<file path="src/cer_pkg.sv">
// Constants for the controller error reporting unit.
// Assumes a 200 MHz pclk and a 32-bit APB register bus.
package cer_pkg;

    ////////////////////////////////////////////////////////////////////
    // Clock and timing
    localparam int CLK_MHZ        = 200;
    localparam int SCAN_LIMIT_MS  = 100;
    localparam int SCAN_LIMIT_CYC = SCAN_LIMIT_MS * 1000 * CLK_MHZ;
    localparam int BLINK_HALF_MS  = 500;
    localparam int BLINK_HALF_CYC = BLINK_HALF_MS * 1000 * CLK_MHZ;

    ////////////////////////////////////////////////////////////////////
    // Register byte addresses
    localparam logic [11:0] CODE_IDX   = 12'h0fd;
    localparam logic [11:0] A_CODE     = {CODE_IDX[9:0], 2'b00};
    localparam logic [11:0] A_CTRL     = 12'h000;
    localparam logic [11:0] A_CMD      = 12'h004;
    localparam logic [11:0] A_SETUP    = 12'h008;
    localparam logic [11:0] A_ISTAT    = 12'h00c;
    localparam logic [11:0] A_IMASK    = 12'h010;
    localparam logic [11:0] A_LOGPTR   = 12'h014;
    localparam logic [11:0] A_MSG0     = 12'h018;
    localparam logic [11:0] A_LOG0     = 12'h100;
    localparam int          LOG_WORDS  = 22;
    localparam int          LOG_DEPTH  = LOG_WORDS / 2;
    localparam int          MSG_WORDS  = 4;

    ////////////////////////////////////////////////////////////////////
    // Field positions
    localparam int CTRL_SCAN_DIS  = 0;
    localparam int CTRL_BATT_EN   = 1;
    localparam int CTRL_PROG_MODE = 2;
    localparam int CMD_CLEAR      = 0;
    localparam int CODE_BATT      = 8;
    localparam int CODE_SCAN      = 9;
    localparam int SETUP_PWR      = 0;
    localparam int SETUP_MODE     = 1;
    localparam int SETUP_RUN      = 2;
    localparam int EV_NONFATAL    = 0;
    localparam int EV_FATAL       = 1;
    localparam int EV_SETUP       = 2;
    localparam int EV_SCAN        = 3;
    localparam int EV_BATT        = 4;
    localparam int EV_MSG         = 5;
    localparam int EV_BITS        = 6;

    ////////////////////////////////////////////////////////////////////
    // Error codes and reset values
    localparam logic [7:0]  CODE_SETUP  = 8'h9b;
    localparam logic [7:0]  CODE_SCAN_V = 8'hf8;
    localparam logic [7:0]  CODE_BATT_V = 8'hf7;
    localparam logic [7:0]  CODE_NONE   = 8'h00;
    localparam logic [2:0]  CTRL_RST    = 3'h0;
    localparam logic [5:0]  IMASK_RST   = 6'h00;

    // Fault indicator state
    typedef enum logic [1:0] {
        CER_OK       = 2'b00,
        CER_NONFATAL = 2'b01,
        CER_FATAL    = 2'b10
    } cer_state_t;

endpackage

</file>
<file path="src/cer_sync.sv">
// Two-stage synchroniser for one level from outside the pclk domain.
// Assumes the input is a slow level such as a supply monitor.
`timescale 1ns/100ps
module cer_sync (
    input  wire logic pclk,
    input  wire logic presetn,
    input  wire logic d,
    output logic      q
);
    logic meta_r;

    ////////////////////////////////////////////////////////////////////
    // First stage feeds only the second
    always_ff @(posedge pclk or negedge presetn) begin
        if (!presetn) begin
            meta_r <= 1'b0;
            q      <= 1'b0;
        end else begin
            meta_r <= d;
            q      <= meta_r;
        end
    end
endmodule

</file>
<file path="src/cer_timer.sv">
// Cycle counter that pulses once on reaching its limit.
// Assumes restart is a same-domain pulse; limit is at least one.
`timescale 1ns/100ps
module cer_timer #(
    parameter logic [31:0] LIMIT = 32'h0000_0010,
    parameter bit          WRAP  = 1'b1
) (
    input  wire logic pclk,
    input  wire logic presetn,
    input  wire logic restart,
    output logic      hit
);
    logic [31:0] cnt_r;
    logic        stop_r;
    wire  logic  at_lim = (cnt_r == LIMIT - 32'h1) && !stop_r;

    ////////////////////////////////////////////////////////////////////
    // Count; a one-shot timer parks after its pulse
    always_ff @(posedge pclk or negedge presetn) begin
        if (!presetn) begin
            cnt_r  <= 32'h0;
            stop_r <= 1'b0;
        end else if (restart) begin
            cnt_r  <= 32'h0;
            stop_r <= 1'b0;
        end else if (at_lim) begin
            cnt_r  <= 32'h0;
            stop_r <= !WRAP;
        end else if (!stop_r) begin
            cnt_r  <= cnt_r + 32'h1;
        end
    end

    assign hit = at_lim && !restart;
endmodule

</file>
<file path="src/cer_unit.sv">
// Error reporting unit: error classes, fault indicator, code byte,
// error log, setup/scan/battery checks, alarm and message handling.
// Assumes the controller core gives same-clock instruction strobes and
// a timestamp; the battery monitor is an asynchronous pin.
// Operation
// [RL1] Every detected error puts its two-digit code in bits 7:0 of the code word.
// [RL2] Every detected error is logged with its timestamp in a 22-word log.
// [RL3] The fault indicator is steady for a fatal error and flashes for a non-fatal one.
// [RL4] A fatal error is left only by reset or a clear issued in program mode.
// [RL5] A non-fatal error leaves execution running with power and run lamps lit.
// [RL6] Each detected hardware error sets its own flag bit.
// [RL7] The non-fatal alarm flashes the lamp, keeps running and stores its number.
// [RL8] A non-fatal alarm clears by alarm number 00 or by a clear command.
// [RL9] The fatal alarm halts, forces outputs off, lights the lamp and stores its number.
// [RL10] The console enters program mode before clearing a fatal alarm.
// [RL11] While its condition is on, the message instruction sends a 16-char text.
// [RL12] Bad power-on setup raises code 9b and sets setup flag bit 0.
// [RL13] Bad setup at run or monitor entry raises code 9b and sets setup flag bit 1.
// [RL14] Bad setup found during operation raises code 9b and sets setup flag bit 2.
// [RL15] A scan over 100 ms raises code f8 and sets code word bit 9 unless disabled.
// [RL16] Low battery with detection on flashes the lamp, sets bit 8 and reports f7.
// [RL17] The code byte holds the latest error while each flag stays set until cleared.
//
// Decided for this implementation: the APB interface to the registers.
`timescale 1ns/100ps
module cer_unit #(
    parameter logic [31:0] SCAN_CYC  = 32'(cer_pkg::SCAN_LIMIT_CYC),
    parameter logic [31:0] BLINK_CYC = 32'(cer_pkg::BLINK_HALF_CYC)
) (
    input  wire logic        pclk,
    input  wire logic        presetn,
    input  wire logic        psel,
    input  wire logic        penable,
    input  wire logic        pwrite,
    input  wire logic [11:0] paddr,
    input  wire logic [31:0] pwdata,
    output logic      [31:0] prdata,
    output logic             pready,
    output logic             pslverr,
    input  wire logic        nonfatal_alarm_instruction,
    input  wire logic        fatal_alarm_instruction,
    input  wire logic [7:0]  alarm_number,
    input  wire logic        message_display_instruction,
    input  wire logic        setup_bad_power_on,
    input  wire logic        setup_bad_mode_entry,
    input  wire logic        setup_bad_running,
    input  wire logic        scan_start,
    input  wire logic        battery_low_pin,
    input  wire logic [31:0] time_stamp,
    output logic             fault_indicator,
    output logic             power_indicator,
    output logic             run_indicator,
    output logic             run_enable,
    output logic             outputs_off,
    output logic             message_valid,
    output logic      [127:0] message_text,
    output logic             irq
);

    ////////////////////////////////////////////////////////////////////
    // State
    logic [2:0]   ctrl_r;
    logic [7:0]   code_r;
    logic         batt_flag_r;
    logic         scan_flag_r;
    logic [2:0]   setup_r;
    logic [5:0]   istat_r;
    logic [5:0]   imask_r;
    logic [3:0]   log_ptr_r;
    logic [31:0]  log_mem [cer_pkg::LOG_WORDS];
    logic [31:0]  msg_r [cer_pkg::MSG_WORDS];
    logic         blink_r;
    logic         batt_seen_r;
    logic         msg_prev_r;
    logic [31:0]  prdata_r;
    logic         pslverr_r;
    cer_pkg::cer_state_t state_r;
    cer_pkg::cer_state_t state_nxt;
    logic         batt_low;
    logic         scan_over;
    logic         blink_tick;

    ////////////////////////////////////////////////////////////////////
    // Helpers: battery pin sync, scan watchdog, blink timebase
    cer_sync u_batt (
        .pclk    (pclk),
        .presetn (presetn),
        .d       (battery_low_pin),
        .q       (batt_low)
    );

    cer_timer #(.LIMIT(SCAN_CYC), .WRAP(1'b0)) u_scan (
        .pclk    (pclk),
        .presetn (presetn),
        .restart (scan_start),
        .hit     (scan_over)
    );

    cer_timer #(.LIMIT(BLINK_CYC), .WRAP(1'b1)) u_blink (
        .pclk    (pclk),
        .presetn (presetn),
        .restart (1'b0),
        .hit     (blink_tick)
    );

    ////////////////////////////////////////////////////////////////////
    // APB decode
    wire logic setup_ph = psel && !penable;
    wire logic wr_en    = psel && penable && pwrite;
    wire logic hit_ctrl = (paddr == cer_pkg::A_CTRL);
    wire logic hit_cmd  = (paddr == cer_pkg::A_CMD);
    wire logic hit_set  = (paddr == cer_pkg::A_SETUP);
    wire logic hit_ist  = (paddr == cer_pkg::A_ISTAT);
    wire logic hit_imk  = (paddr == cer_pkg::A_IMASK);
    wire logic hit_ptr  = (paddr == cer_pkg::A_LOGPTR);
    wire logic hit_code = (paddr == cer_pkg::A_CODE);
    wire logic [11:0] msg_off = paddr - cer_pkg::A_MSG0;
    wire logic [11:0] log_off = paddr - cer_pkg::A_LOG0;
    wire logic hit_msg  = (paddr >= cer_pkg::A_MSG0) && (msg_off < 12'(4 * cer_pkg::MSG_WORDS))
                          && (paddr[1:0] == 2'b00);
    wire logic hit_log  = (paddr >= cer_pkg::A_LOG0) && (log_off < 12'(4 * cer_pkg::LOG_WORDS))
                          && (paddr[1:0] == 2'b00);
    wire logic mapped   = hit_ctrl || hit_cmd || hit_set || hit_ist || hit_imk
                          || hit_ptr || hit_code || hit_msg || hit_log;
    wire logic wr_clear = wr_en && hit_cmd && pwdata[cer_pkg::CMD_CLEAR];

    ////////////////////////////////////////////////////////////////////
    // Error detection
    wire logic prog_mode = ctrl_r[cer_pkg::CTRL_PROG_MODE];
    wire logic halted    = (state_r == cer_pkg::CER_FATAL);
    // [RL7] Alarm 01..99 raises
    wire logic nf_raise  = nonfatal_alarm_instruction && (alarm_number != cer_pkg::CODE_NONE)
                           && !halted;
    // [RL8] Alarm 00 clears
    wire logic nf_zero   = nonfatal_alarm_instruction && (alarm_number == cer_pkg::CODE_NONE);
    // [RL9] Fatal alarm strobe; number 00 is not a legal operand
    wire logic fa_raise  = fatal_alarm_instruction && (alarm_number != cer_pkg::CODE_NONE);
    // [RL15] Watchdog gated by disable
    wire logic scan_ev   = scan_over && !ctrl_r[cer_pkg::CTRL_SCAN_DIS] && !halted;
    // [RL16] Battery level only when enabled
    wire logic batt_now  = batt_low && ctrl_r[cer_pkg::CTRL_BATT_EN];
    wire logic batt_ev   = batt_now && !batt_seen_r;
    wire logic [2:0] set_ev = {setup_bad_running, setup_bad_mode_entry, setup_bad_power_on};
    wire logic setup_ev  = |set_ev;
    wire logic any_ev    = fa_raise || nf_raise || setup_ev || scan_ev || batt_ev;
    // Fatal clear needs program mode; anything else clears freely
    wire logic clr_fatal = wr_clear && prog_mode;
    wire logic clr_nf    = wr_clear || nf_zero;
    wire logic msg_rise  = message_display_instruction && !msg_prev_r;

    ////////////////////////////////////////////////////////////////////
    // [RL17] Latest code wins; fatal ranks first in one cycle
    wire logic [7:0] new_code = fa_raise ? alarm_number :
                                nf_raise ? alarm_number :
                                setup_ev ? cer_pkg::CODE_SETUP :
                                scan_ev  ? cer_pkg::CODE_SCAN_V :
                                           cer_pkg::CODE_BATT_V;

    ////////////////////////////////////////////////////////////////////
    // Error class; only reset or a program-mode clear leaves fatal
    always_comb begin
        state_nxt = state_r;
        case (state_r)
            cer_pkg::CER_OK: begin
                if (fa_raise) state_nxt = cer_pkg::CER_FATAL;
                else if (any_ev) state_nxt = cer_pkg::CER_NONFATAL;
            end
            cer_pkg::CER_NONFATAL: begin
                if (fa_raise) state_nxt = cer_pkg::CER_FATAL;
                else if (any_ev) state_nxt = cer_pkg::CER_NONFATAL;
                else if (clr_nf) state_nxt = cer_pkg::CER_OK;
            end
            // [RL4] Program-mode clear exits fatal
            cer_pkg::CER_FATAL: begin
                if (fa_raise) state_nxt = cer_pkg::CER_FATAL;
                else if (clr_fatal) state_nxt = cer_pkg::CER_OK;
            end
            default: state_nxt = cer_pkg::CER_OK;
        endcase
    end

    always_ff @(posedge pclk or negedge presetn) begin
        if (!presetn) state_r <= cer_pkg::CER_OK;
        else          state_r <= state_nxt;
    end

    ////////////////////////////////////////////////////////////////////
    // Code byte and error flags; a new error beats a same-cycle clear
    wire logic clr_code = halted ? clr_fatal : clr_nf;
    always_ff @(posedge pclk or negedge presetn) begin
        if (!presetn) begin
            code_r      <= cer_pkg::CODE_NONE;
            batt_flag_r <= 1'b0;
            scan_flag_r <= 1'b0;
            setup_r     <= 3'h0;
            batt_seen_r <= 1'b0;
        // [RL1] Code into low byte
        end else begin
            if (any_ev)        code_r <= new_code;
            else if (clr_code) code_r <= cer_pkg::CODE_NONE;
            // [RL6] Per-error flag bits
            if (batt_ev)       batt_flag_r <= 1'b1;
            else if (clr_code) batt_flag_r <= 1'b0;
            if (scan_ev)       scan_flag_r <= 1'b1;
            else if (clr_code) scan_flag_r <= 1'b0;
            // [RL12] [RL13] [RL14] Setup flag bits
            setup_r     <= set_ev | (clr_code ? 3'h0 : setup_r);
            batt_seen_r <= batt_now;
        end
    end

    ////////////////////////////////////////////////////////////////////
    // [RL2] Log code and time, wrapping over 11 entries
    wire logic [4:0] log_wa = {log_ptr_r, 1'b0};
    always_ff @(posedge pclk or negedge presetn) begin
        if (!presetn) begin
            log_ptr_r <= 4'h0;
        end else if (any_ev) begin
            log_ptr_r <= (log_ptr_r == 4'(cer_pkg::LOG_DEPTH - 1)) ? 4'h0 : log_ptr_r + 4'h1;
        end
    end

    // Log storage has no reset; the pointer says which entries are valid
    always_ff @(posedge pclk) begin
        if (any_ev) begin
            log_mem[log_wa]        <= {24'h0, new_code};
            log_mem[log_wa + 5'h1] <= time_stamp;
        end
    end

    ////////////////////////////////////////////////////////////////////
    // Software registers
    always_ff @(posedge pclk or negedge presetn) begin
        if (!presetn) begin
            ctrl_r  <= cer_pkg::CTRL_RST;
            imask_r <= cer_pkg::IMASK_RST;
        end else if (wr_en) begin
            if (hit_ctrl) ctrl_r  <= pwdata[2:0];
            if (hit_imk)  imask_r <= pwdata[5:0];
        end
    end

    // Message text; word 0 holds the first four characters
    always_ff @(posedge pclk or negedge presetn) begin
        if (!presetn) begin
            for (int i = 0; i < cer_pkg::MSG_WORDS; i++) msg_r[i] <= 32'h0;
        end else if (wr_en && hit_msg) begin
            msg_r[msg_off[3:2]] <= pwdata;
        end
    end

    ////////////////////////////////////////////////////////////////////
    // Interrupt status: sticky, write one to clear, set wins
    wire logic [5:0] ev_vec = {msg_rise, batt_ev, scan_ev, setup_ev, fa_raise, nf_raise};
    wire logic [5:0] w1c    = (wr_en && hit_ist) ? pwdata[5:0] : 6'h00;
    always_ff @(posedge pclk or negedge presetn) begin
        if (!presetn) begin
            istat_r    <= 6'h00;
            msg_prev_r <= 1'b0;
        end else begin
            istat_r    <= ev_vec | (istat_r & ~w1c);
            msg_prev_r <= message_display_instruction;
        end
    end

    ////////////////////////////////////////////////////////////////////
    // Read mux, sampled in the setup phase for a zero-wait answer
    wire logic [31:0] rd_val =
        hit_ctrl ? {29'h0, ctrl_r} :
        hit_set  ? {29'h0, setup_r} :
        hit_ist  ? {26'h0, istat_r} :
        hit_imk  ? {26'h0, imask_r} :
        hit_ptr  ? {28'h0, log_ptr_r} :
        hit_code ? {22'h0, scan_flag_r, batt_flag_r, code_r} :
        hit_msg  ? msg_r[msg_off[3:2]] :
        hit_log  ? log_mem[log_off[6:2]] :
                   32'h0;

    always_ff @(posedge pclk or negedge presetn) begin
        if (!presetn) begin
            prdata_r  <= 32'h0;
            pslverr_r <= 1'b0;
        end else if (setup_ph) begin
            prdata_r  <= pwrite ? 32'h0 : rd_val;
            pslverr_r <= !mapped;
        end
    end

    assign prdata  = prdata_r;
    assign pready  = 1'b1;
    assign pslverr = pslverr_r && psel && penable;

    ////////////////////////////////////////////////////////////////////
    // Indicator blink timebase
    always_ff @(posedge pclk or negedge presetn) begin
        if (!presetn)        blink_r <= 1'b0;
        else if (blink_tick) blink_r <= !blink_r;
    end

    ////////////////////////////////////////////////////////////////////
    // Indicators and run control
    // [RL3] Steady for fatal, flashing for non-fatal
    assign fault_indicator = halted || ((state_r == cer_pkg::CER_NONFATAL) && blink_r);
    // [RL5] Power lamp and run stay on through non-fatal errors
    assign power_indicator = 1'b1;
    assign run_indicator   = !halted && !prog_mode;
    // [RL9] Halt and force outputs off
    assign run_enable      = !halted;
    assign outputs_off     = halted;
    assign irq             = |(istat_r & imask_r);

    ////////////////////////////////////////////////////////////////////
    // [RL11] Message text offered while the condition holds and the unit is not halted
    assign message_valid = message_display_instruction && !halted;
    assign message_text  = {msg_r[0], msg_r[1], msg_r[2], msg_r[3]};

endmodule

</file>
<file path="config.mk">
export PLATFORM = sky130hd
export DESIGN_NAME = cer_unit
export DESIGN_NICKNAME = d
export VERILOG_FILES = /design/src/cer_pkg.sv /design/src/cer_sync.sv /design/src/cer_timer.sv /design/src/cer_unit.sv
export SDC_FILE = /design/constraint.sdc
export NUM_CORES = 1
export LEC_CHECK = 0
export ABC_AREA = 0
export CAP_MARGIN = 0
export CORE_MARGIN = 3
export CORE_UTILIZATION = 41
export DETAILED_ROUTE_END_ITERATION = 8
export DONT_BUFFER_PORTS = 1
export PLACE_DENSITY = 0.58
export SYNTH_ARGS = -nofsm -noshare
export SYNTH_HDL_FRONTEND = slang
export SYNTH_SLANG_ARGS = --single-unit
</file>
<file path="constraint.sdc">
create_clock -name pclk -period 7.7 [get_ports pclk]
set_input_delay 0.77 -clock pclk [delete_from_list [all_inputs] [get_ports pclk]]
set_output_delay 0.77 -clock pclk [all_outputs]
set_load 0.1 [all_outputs]
</file>
==> impl_metrics.toml, run 1 <==
[clocking]
clockRootBuffer = "clkbuf_16"
clkSinkCount = 705
clockBufferDepth = 3
path_clk_slew_ns = 0.06
htree_levels = 3
cts_tree = "done"
numCtsBuffers = 74
cts_setup_buffers = 0
clock_latency_ns = 0.61

[global_routing]
use_met2 = 0.3108
grt_pass1_vias = 16690
grt-busiest-layer = "met2"
grtUsageTotal = 0.1948
grt.overflow.total = 0
grt_use_met3 = 0.05049
grt_pass1_wl_um = 109400
use_met1 = 0.2638
grt_antenna_before_repair = 1
grt_max_degree = 266

[route]
drtIter0Drc = 1703
via_per_inst = 5.824
drc = 0
wire_per_inst_um = 25.92
first_pass_iters = 8
routed_wirelength_um = 74180
ant_nets = 0
via_count = 16670

[power_and_ir_drop]
ir_drop_uv = 174.3
power_mw = 9.034
power-per-cell-area_nw_per_um2 = 276.2
power_leakage_nw = 12.20

[logic_synthesis]
synth.avg_cell_area_um2 = 15.68
ys_seq_area_frac = 0.6776
syn_inst = 1868
synth_top_area_frac = 0.4512
synth-main-ff-cell = "edfxtp_1"
async_flop_share = 0.3759
synth-edff-count = 440
synth_area_leaders = "edfxtp_1 45%, dfrtp_1 23%, mux4_2 7.6%, mux2_2 5.2%, mux2i_1 2.9%"
yosysTopAreaCell = "edfxtp_1"
ys_types = 69
syn_area_um2 = 29280
ys_ff_latch = 705
synth_warnings = 0

[cells_and_area]
ff_latch_area_um2 = 19840
instances_no_fill = 2862
multiInputGateArea_um2 = 9006
drive_gt1_frac = 0.2040
fin_nets = 1969
fillers = 6049
antenna_cells = 0
area_growth_pct = 11.70

[critical_path]
crit_buf_inv = 4
critPathMaxFanout = 30
cp.required_ns = 7.93
path_cells = "nand2b_1 > buf_4 > inv_2 > or3_4 > nor4_4 > nor3_2 > buf_4 > or3b_4 > nor2_4 > buf_4"
crit_top_cell = "buf_4"
criticalPathCategory = "flop to flop"
cpPeakStageDelay_ns = 0.51
start_kind = "flop"
critPathTopFamily = "simple AND/OR/NAND/NOR gates"
critPathArrivalTime_ns = 4.27
crit_slowest_cell = "buf_4"
worstSetupEndpointType = "flop"

[sta]
fin_crit_sh = 0.5241
grt_setup_unrepaired = "no"
final.setup_skew_ns = 0.03109
drv_slew = 0
timing.fmax_mhz = 247.8
worstMarginPinSlew_ns = 1.315
finalHoldViolCount = 0
setup_tns_ns = 0
setup_viol = 0
holdWs_ns = 0.1031
period_minus_slack_ns = 4.035
slew_headroom = 0.1151

[die]
die_w_um = 273.3
num_rows = 97
die_height_um = 273.3
core_um2 = 70390
dieArea_um2 = 74670
ios = 266
start_util = 0.4160

[outcome]
status = "finished clean"

[min_path]
hold_path.class = "primary input to asynchronous set/reset pin"

[placed_design]
dp_cells = 2730
dpl.hpwl_um = 46130
port_buffers = 0
gp_congestion = 0.8825

[flow_run]
maxCapViolCount = 0
[cells in the mapped netlist (28+ instances only)]
cell type / instances
mux2_2: 134
clkbuf_1: 50
a22oi_1: 28
dfrtp_1: 265
nand2_1: 103
a21oi_1: 71
mux4_2: 99
o21ai_0: 47
nor2_1: 109
o22ai_1: 45
xor2_1: 35
mux2i_1: 86
edfxtp_1: 440
buf_2: 31
nand3_1: 32
[repair_timing]
item                                   in CTS  in global routing
endpoints found under the hold margin     265                  0
resized for setup                           0                  0
hold buffers                                1                  0
[power breakdown]
group | switching, mW | internal [mW]
Combinational | 0.562 | 0.255
Sequential | 0.132 | 4.53
Clock | 1.47 | 2.09
Total | 2.16 | 6.87
[kinds of logic (layout without fill, tap and decap cells)]
kind of cell / Yosys count / count (layout) / share of synthesized area
xor gates and xnor gates: 54 / 54 / 0.01615
buffers and inverters: 116 / 169 / 0.01876
muxes: 325 / 325 / 0.1594
DFF: 705 / 705 / 0.6776
adders and majority gates: 4 / 4 / 0.001709
other: 1 / 2 / 0.0001281
and+or+nand+nor: 385 / 385 / 0.06597
AOI/OAI and AO/OA: 278 / 278 / 0.06029
[routing by layer]
metal / routed length [um] / vias up
li1: - / 7220
met1: 31060 / 8727
met2: 35160 / 598
met3: 6050 / 122
met4: 1903 / 0
met5: 0 / -
[path summary, 6_finish.rpt]
check / end / start / cells past startpoint / slack [ns]
max: log_mem[13][30] / state_r[1] / 10 / 3.66
min: u_blink.cnt_r[9] / presetn / 1 / 0.10
max reg2reg: log_mem[13][30] / state_r[1] / 10 / 3.66
min reg2reg: u_batt.q / u_batt.meta_r / 0 / 0.34
max in group asynchronous: message_text[51] / presetn / 2 / 6.38
min in group pclk: u_batt.meta_r / battery_low_pin / 0 / 0.20
[cell type report]
cell class | instances | area share
Clock buffer | 98 | 0.06284
Clock inverter | 32 | 0.01067
Inverter | 14 | 0.001606
Multi-Input combinational cell | 1048 | 0.2753
Sequential cell | 705 | 0.6066
Tap cell | 940 | 0.03595
Timing Repair Buffer | 25 | 0.006961
[sequential cells by signal (all words and copies together) (netlist names)]
signal         cells
batt_flag_r        1
batt_seen_r        1
blink_r            1
code_r             8
ctrl_r             3
imask_r            6
istat_r            6
log_mem          440
log_ptr_r          4
message_text     128
msg_prev_r         1
prdata            32
pslverr_r          1
scan_flag_r        1
setup_r            3
state_r            2
u_batt.meta_r      1
u_batt.q           1
u_blink.cnt_r     32
u_scan.cnt_r      32
u_scan.stop_r      1
[per-stage QoR]
step | utilization | cell area (um2) | setup slack [ns]
final | 0.4647 | 32710 | 3.665
after global routing | 0.4647 | 32710 | 3.464
after CTS | 0.4643 | 32680 | 3.617
after detailed placement | 0.4298 | 30250 | 3.625
after global placement | 0.4298 | 30250 | 3.699
after floorplan | - | 29290 | 0.8774
[cell usage in the layout, fill, tap and decap left out, types with 8 or more instances in the layout]
cell type,netlist,layout
edfxtp_1,440,440
dfrtp_1,265,265
mux2_2,134,134
nand2_1,103,103
nor2_1,109,101
mux4_2,99,99
mux2i_1,86,86
clkbuf_16,0,77
a21oi_1,71,71
o21ai_0,47,46
o22ai_1,45,45
xor2_1,35,35
nand3_1,32,32
a22oi_1,28,28
nand4_1,23,23
buf_4,14,23
nor3_1,20,19
xnor2_1,19,19
and3_1,20,18
a21o_1,18,18
clkbuf_1,50,16
a211oi_1,13,13
inv_1,12,12
clkinv_2,0,11
and4_1,9,9
nor4_1,10,9
clkinv_1,1,9
a31oi_1,9,9
or3_1,8,8
nor2b_1,8,8
No activity file was read; power rests on OpenSTA's default activity.
==> inputs of run 2 (changes only) <==
--- a/config.mk
+++ b/config.mk
@@ -11,7 +11,7 @@
 export CORE_UTILIZATION = 41
 export DETAILED_ROUTE_END_ITERATION = 8
 export DONT_BUFFER_PORTS = 1
-export PLACE_DENSITY = 0.58
+export PLACE_DENSITY = 0.6
 export SYNTH_ARGS = -nofsm -noshare
 export SYNTH_HDL_FRONTEND = slang
 export SYNTH_SLANG_ARGS = --single-unit
==> constraint.sdc (replaced) <==
create_clock -name pclk -period 3.67 [get_ports pclk]
set_input_delay 0.367 -clock pclk [delete_from_list [all_inputs] [get_ports pclk]]
set_output_delay 0.367 -clock pclk [all_outputs]
set_load 0.1 [all_outputs]
==> impl_metrics.toml, run 2 (synthesis results as in run 1) <==
[route]
ant_nets = 0
routed_wirelength_um = 74380
drc = 0
via_count = 16900
first_pass_iters = 5
wire_per_inst_um = 25.15
drtIter0Drc = 1324
via_per_inst = 5.716

[critical_path]
worstSetupEndpointType = "flop"
criticalPathCategory = "flop to flop"
start_kind = "flop"
critPathArrivalTime_ns = 3.42
cp.required_ns = 3.97
critPathMaxFanout = 30

[placed_design]
place_area_um2 = 30550
dp_worst_setup_slack_ns = 0.5798
gp_congestion = 0.8546
port_buffers = 0
dp_cells = 2749
dpl.hpwl_um = 47130

[die]
ios = 266
start_util = 0.4160
num_rows = 97
die_height_um = 273.3
core_um2 = 70390
dieArea_um2 = 74670
die_w_um = 273.3

[sta]
holdWs_ns = -0.5327
worstMarginPinSlew_ns = 1.130
period_minus_slack_ns = 3.121
slew_headroom = 0.2447
final.setup_skew_ns = 0.01579
timing.fmax_mhz = 320.4
finalHoldViolCount = 265
drv_slew = 0
setup_tns_ns = 0
setup_viol = 0
fin_crit_sh = 0.8505
setup_ws_ns = 0.5488
grt_setup_unrepaired = "no"

[global_routing]
grt.overflow.total = 0
grt_pass1_vias = 17240
grtUsageTotal = 0.1981
grt_pass1_wl_um = 111800
grt_antenna_before_repair = 12
grt_max_degree = 266

[clocking]
path_clk_slew_ns = 0.06
cts_setup_buffers = 0
cts_tree = "done"
hold_buffers = 74
htree_levels = 3
clockRootBuffer = "clkbuf_16"
cts_resized = 0
clock_latency_ns = 0.61
clockBufferDepth = 3
numCtsBuffers = 72
clkSinkCount = 705

[power_and_ir_drop]
power-per-cell-area_nw_per_um2 = 562.0
p_int_mw = 14.34
switching_power_mw = 4.552
p_seq_frac = 0.518
power_frac_comb = 0.101
p_clk_frac = 0.381
ir_drop_uv = 349.4
power_leakage_nw = 12.57
swShare = 0.2409

[outcome]
violations = "hold timing"
status = "complete, but fails checks"

[cells_and_area]
regMostFlops = "log_mem"
largest_reg_flops = 440
area_growth_pct = 14.78
final_cell_mix = "440 x edfxtp_1, 265 x dfrtp_1, 134 x mux2_2"
fin_nets = 2058
drive_gt1_frac = 0.2013
instances_no_fill = 2957
final_common_cell = "edfxtp_1"
fin_area_um2 = 33610

[flow_run]
maxCapViolCount = 0

[min_path]
hold_path.class = "primary input to asynchronous set/reset pin"
run 2: cell count changes in the layout (fill, tap and decap cells not counted), moves of 5 or more:
| cell | before | now |
|---|---|---|
| buf_12 | 0 | 11 |
| buf_4 | 23 | 31 |
| clkbuf_16 | 77 | 72 |
| diode_2 | 0 | 5 |
| dlygate4sd3_1 | 0 | 74 |
run 2: power by group through the flow:
stage	logic, mW	clock network (mW)	registers [mW]
floorplan	1.29	0	9.84
global placement	1.74	0	9.90
detailed placement	1.78	0	9.95
CTS	1.93	7.39	9.79
global route	2.04	7.72	9.86
finish	1.90	7.21	9.79
run 2: path summary, 6_finish.rpt:
check	from	to	slack, ns	cells past startpoint
max	u_scan.cnt_r[0]	log_mem[21][12]	0.55	9
min	presetn	imask_r[2]	-0.53	0
max reg2reg	u_scan.cnt_r[0]	log_mem[21][12]	0.55	9
min reg2reg	u_batt.meta_r	u_batt.q	0.38	0
max in group asynchronous	presetn	message_text[11]	3.74	0
min in group pclk	paddr[6]	prdata[1]	0.04	3
run 2: final cells by class:
type | count | area [um2]
clock inverter | 33 | 362.8
multi-input combinational | 1048 | 9024
fill | 6001 | 36780
tap | 940 | 1176
clock buffer | 96 | 1946
inverter | 14 | 55.05
antenna | 5 | 12.51
timing repair buffer | 116 | 1194
sequential | 705 | 19840
run 2: worst max-delay path, cell delays in order, from the launching register on:
cell      delay [ns]
dfrtp_1         0.41
ha_1            0.21
and3b_1         0.32
nand3_1         0.23
nor4_4          0.30
nor3_2          0.16
buf_4           0.23
nand2b_1        0.28
nor2_4          0.35
buf_12          0.27
run 2: per-layer routing:
layer	routed length (um)	global-route usage	vias up	part of all wire
met2	35040	0.3105	615	0.47
li1	-	-	7428	-
met4	1621	0.05913	16	0.022
met1	30720	0.2645	8731	0.41
met3	6888	0.06407	112	0.093
met5	103	0	-	0.0014
run 2: per-stage QoR:
step | total power, mW | util
finish | 18.89 | 0.4775
global route | 19.62 | 0.4773
CTS | 19.12 | 0.4773
detailed placement | 11.73 | 0.4340
global placement | 11.64 | 0.4340
floorplan | 11.12 | -
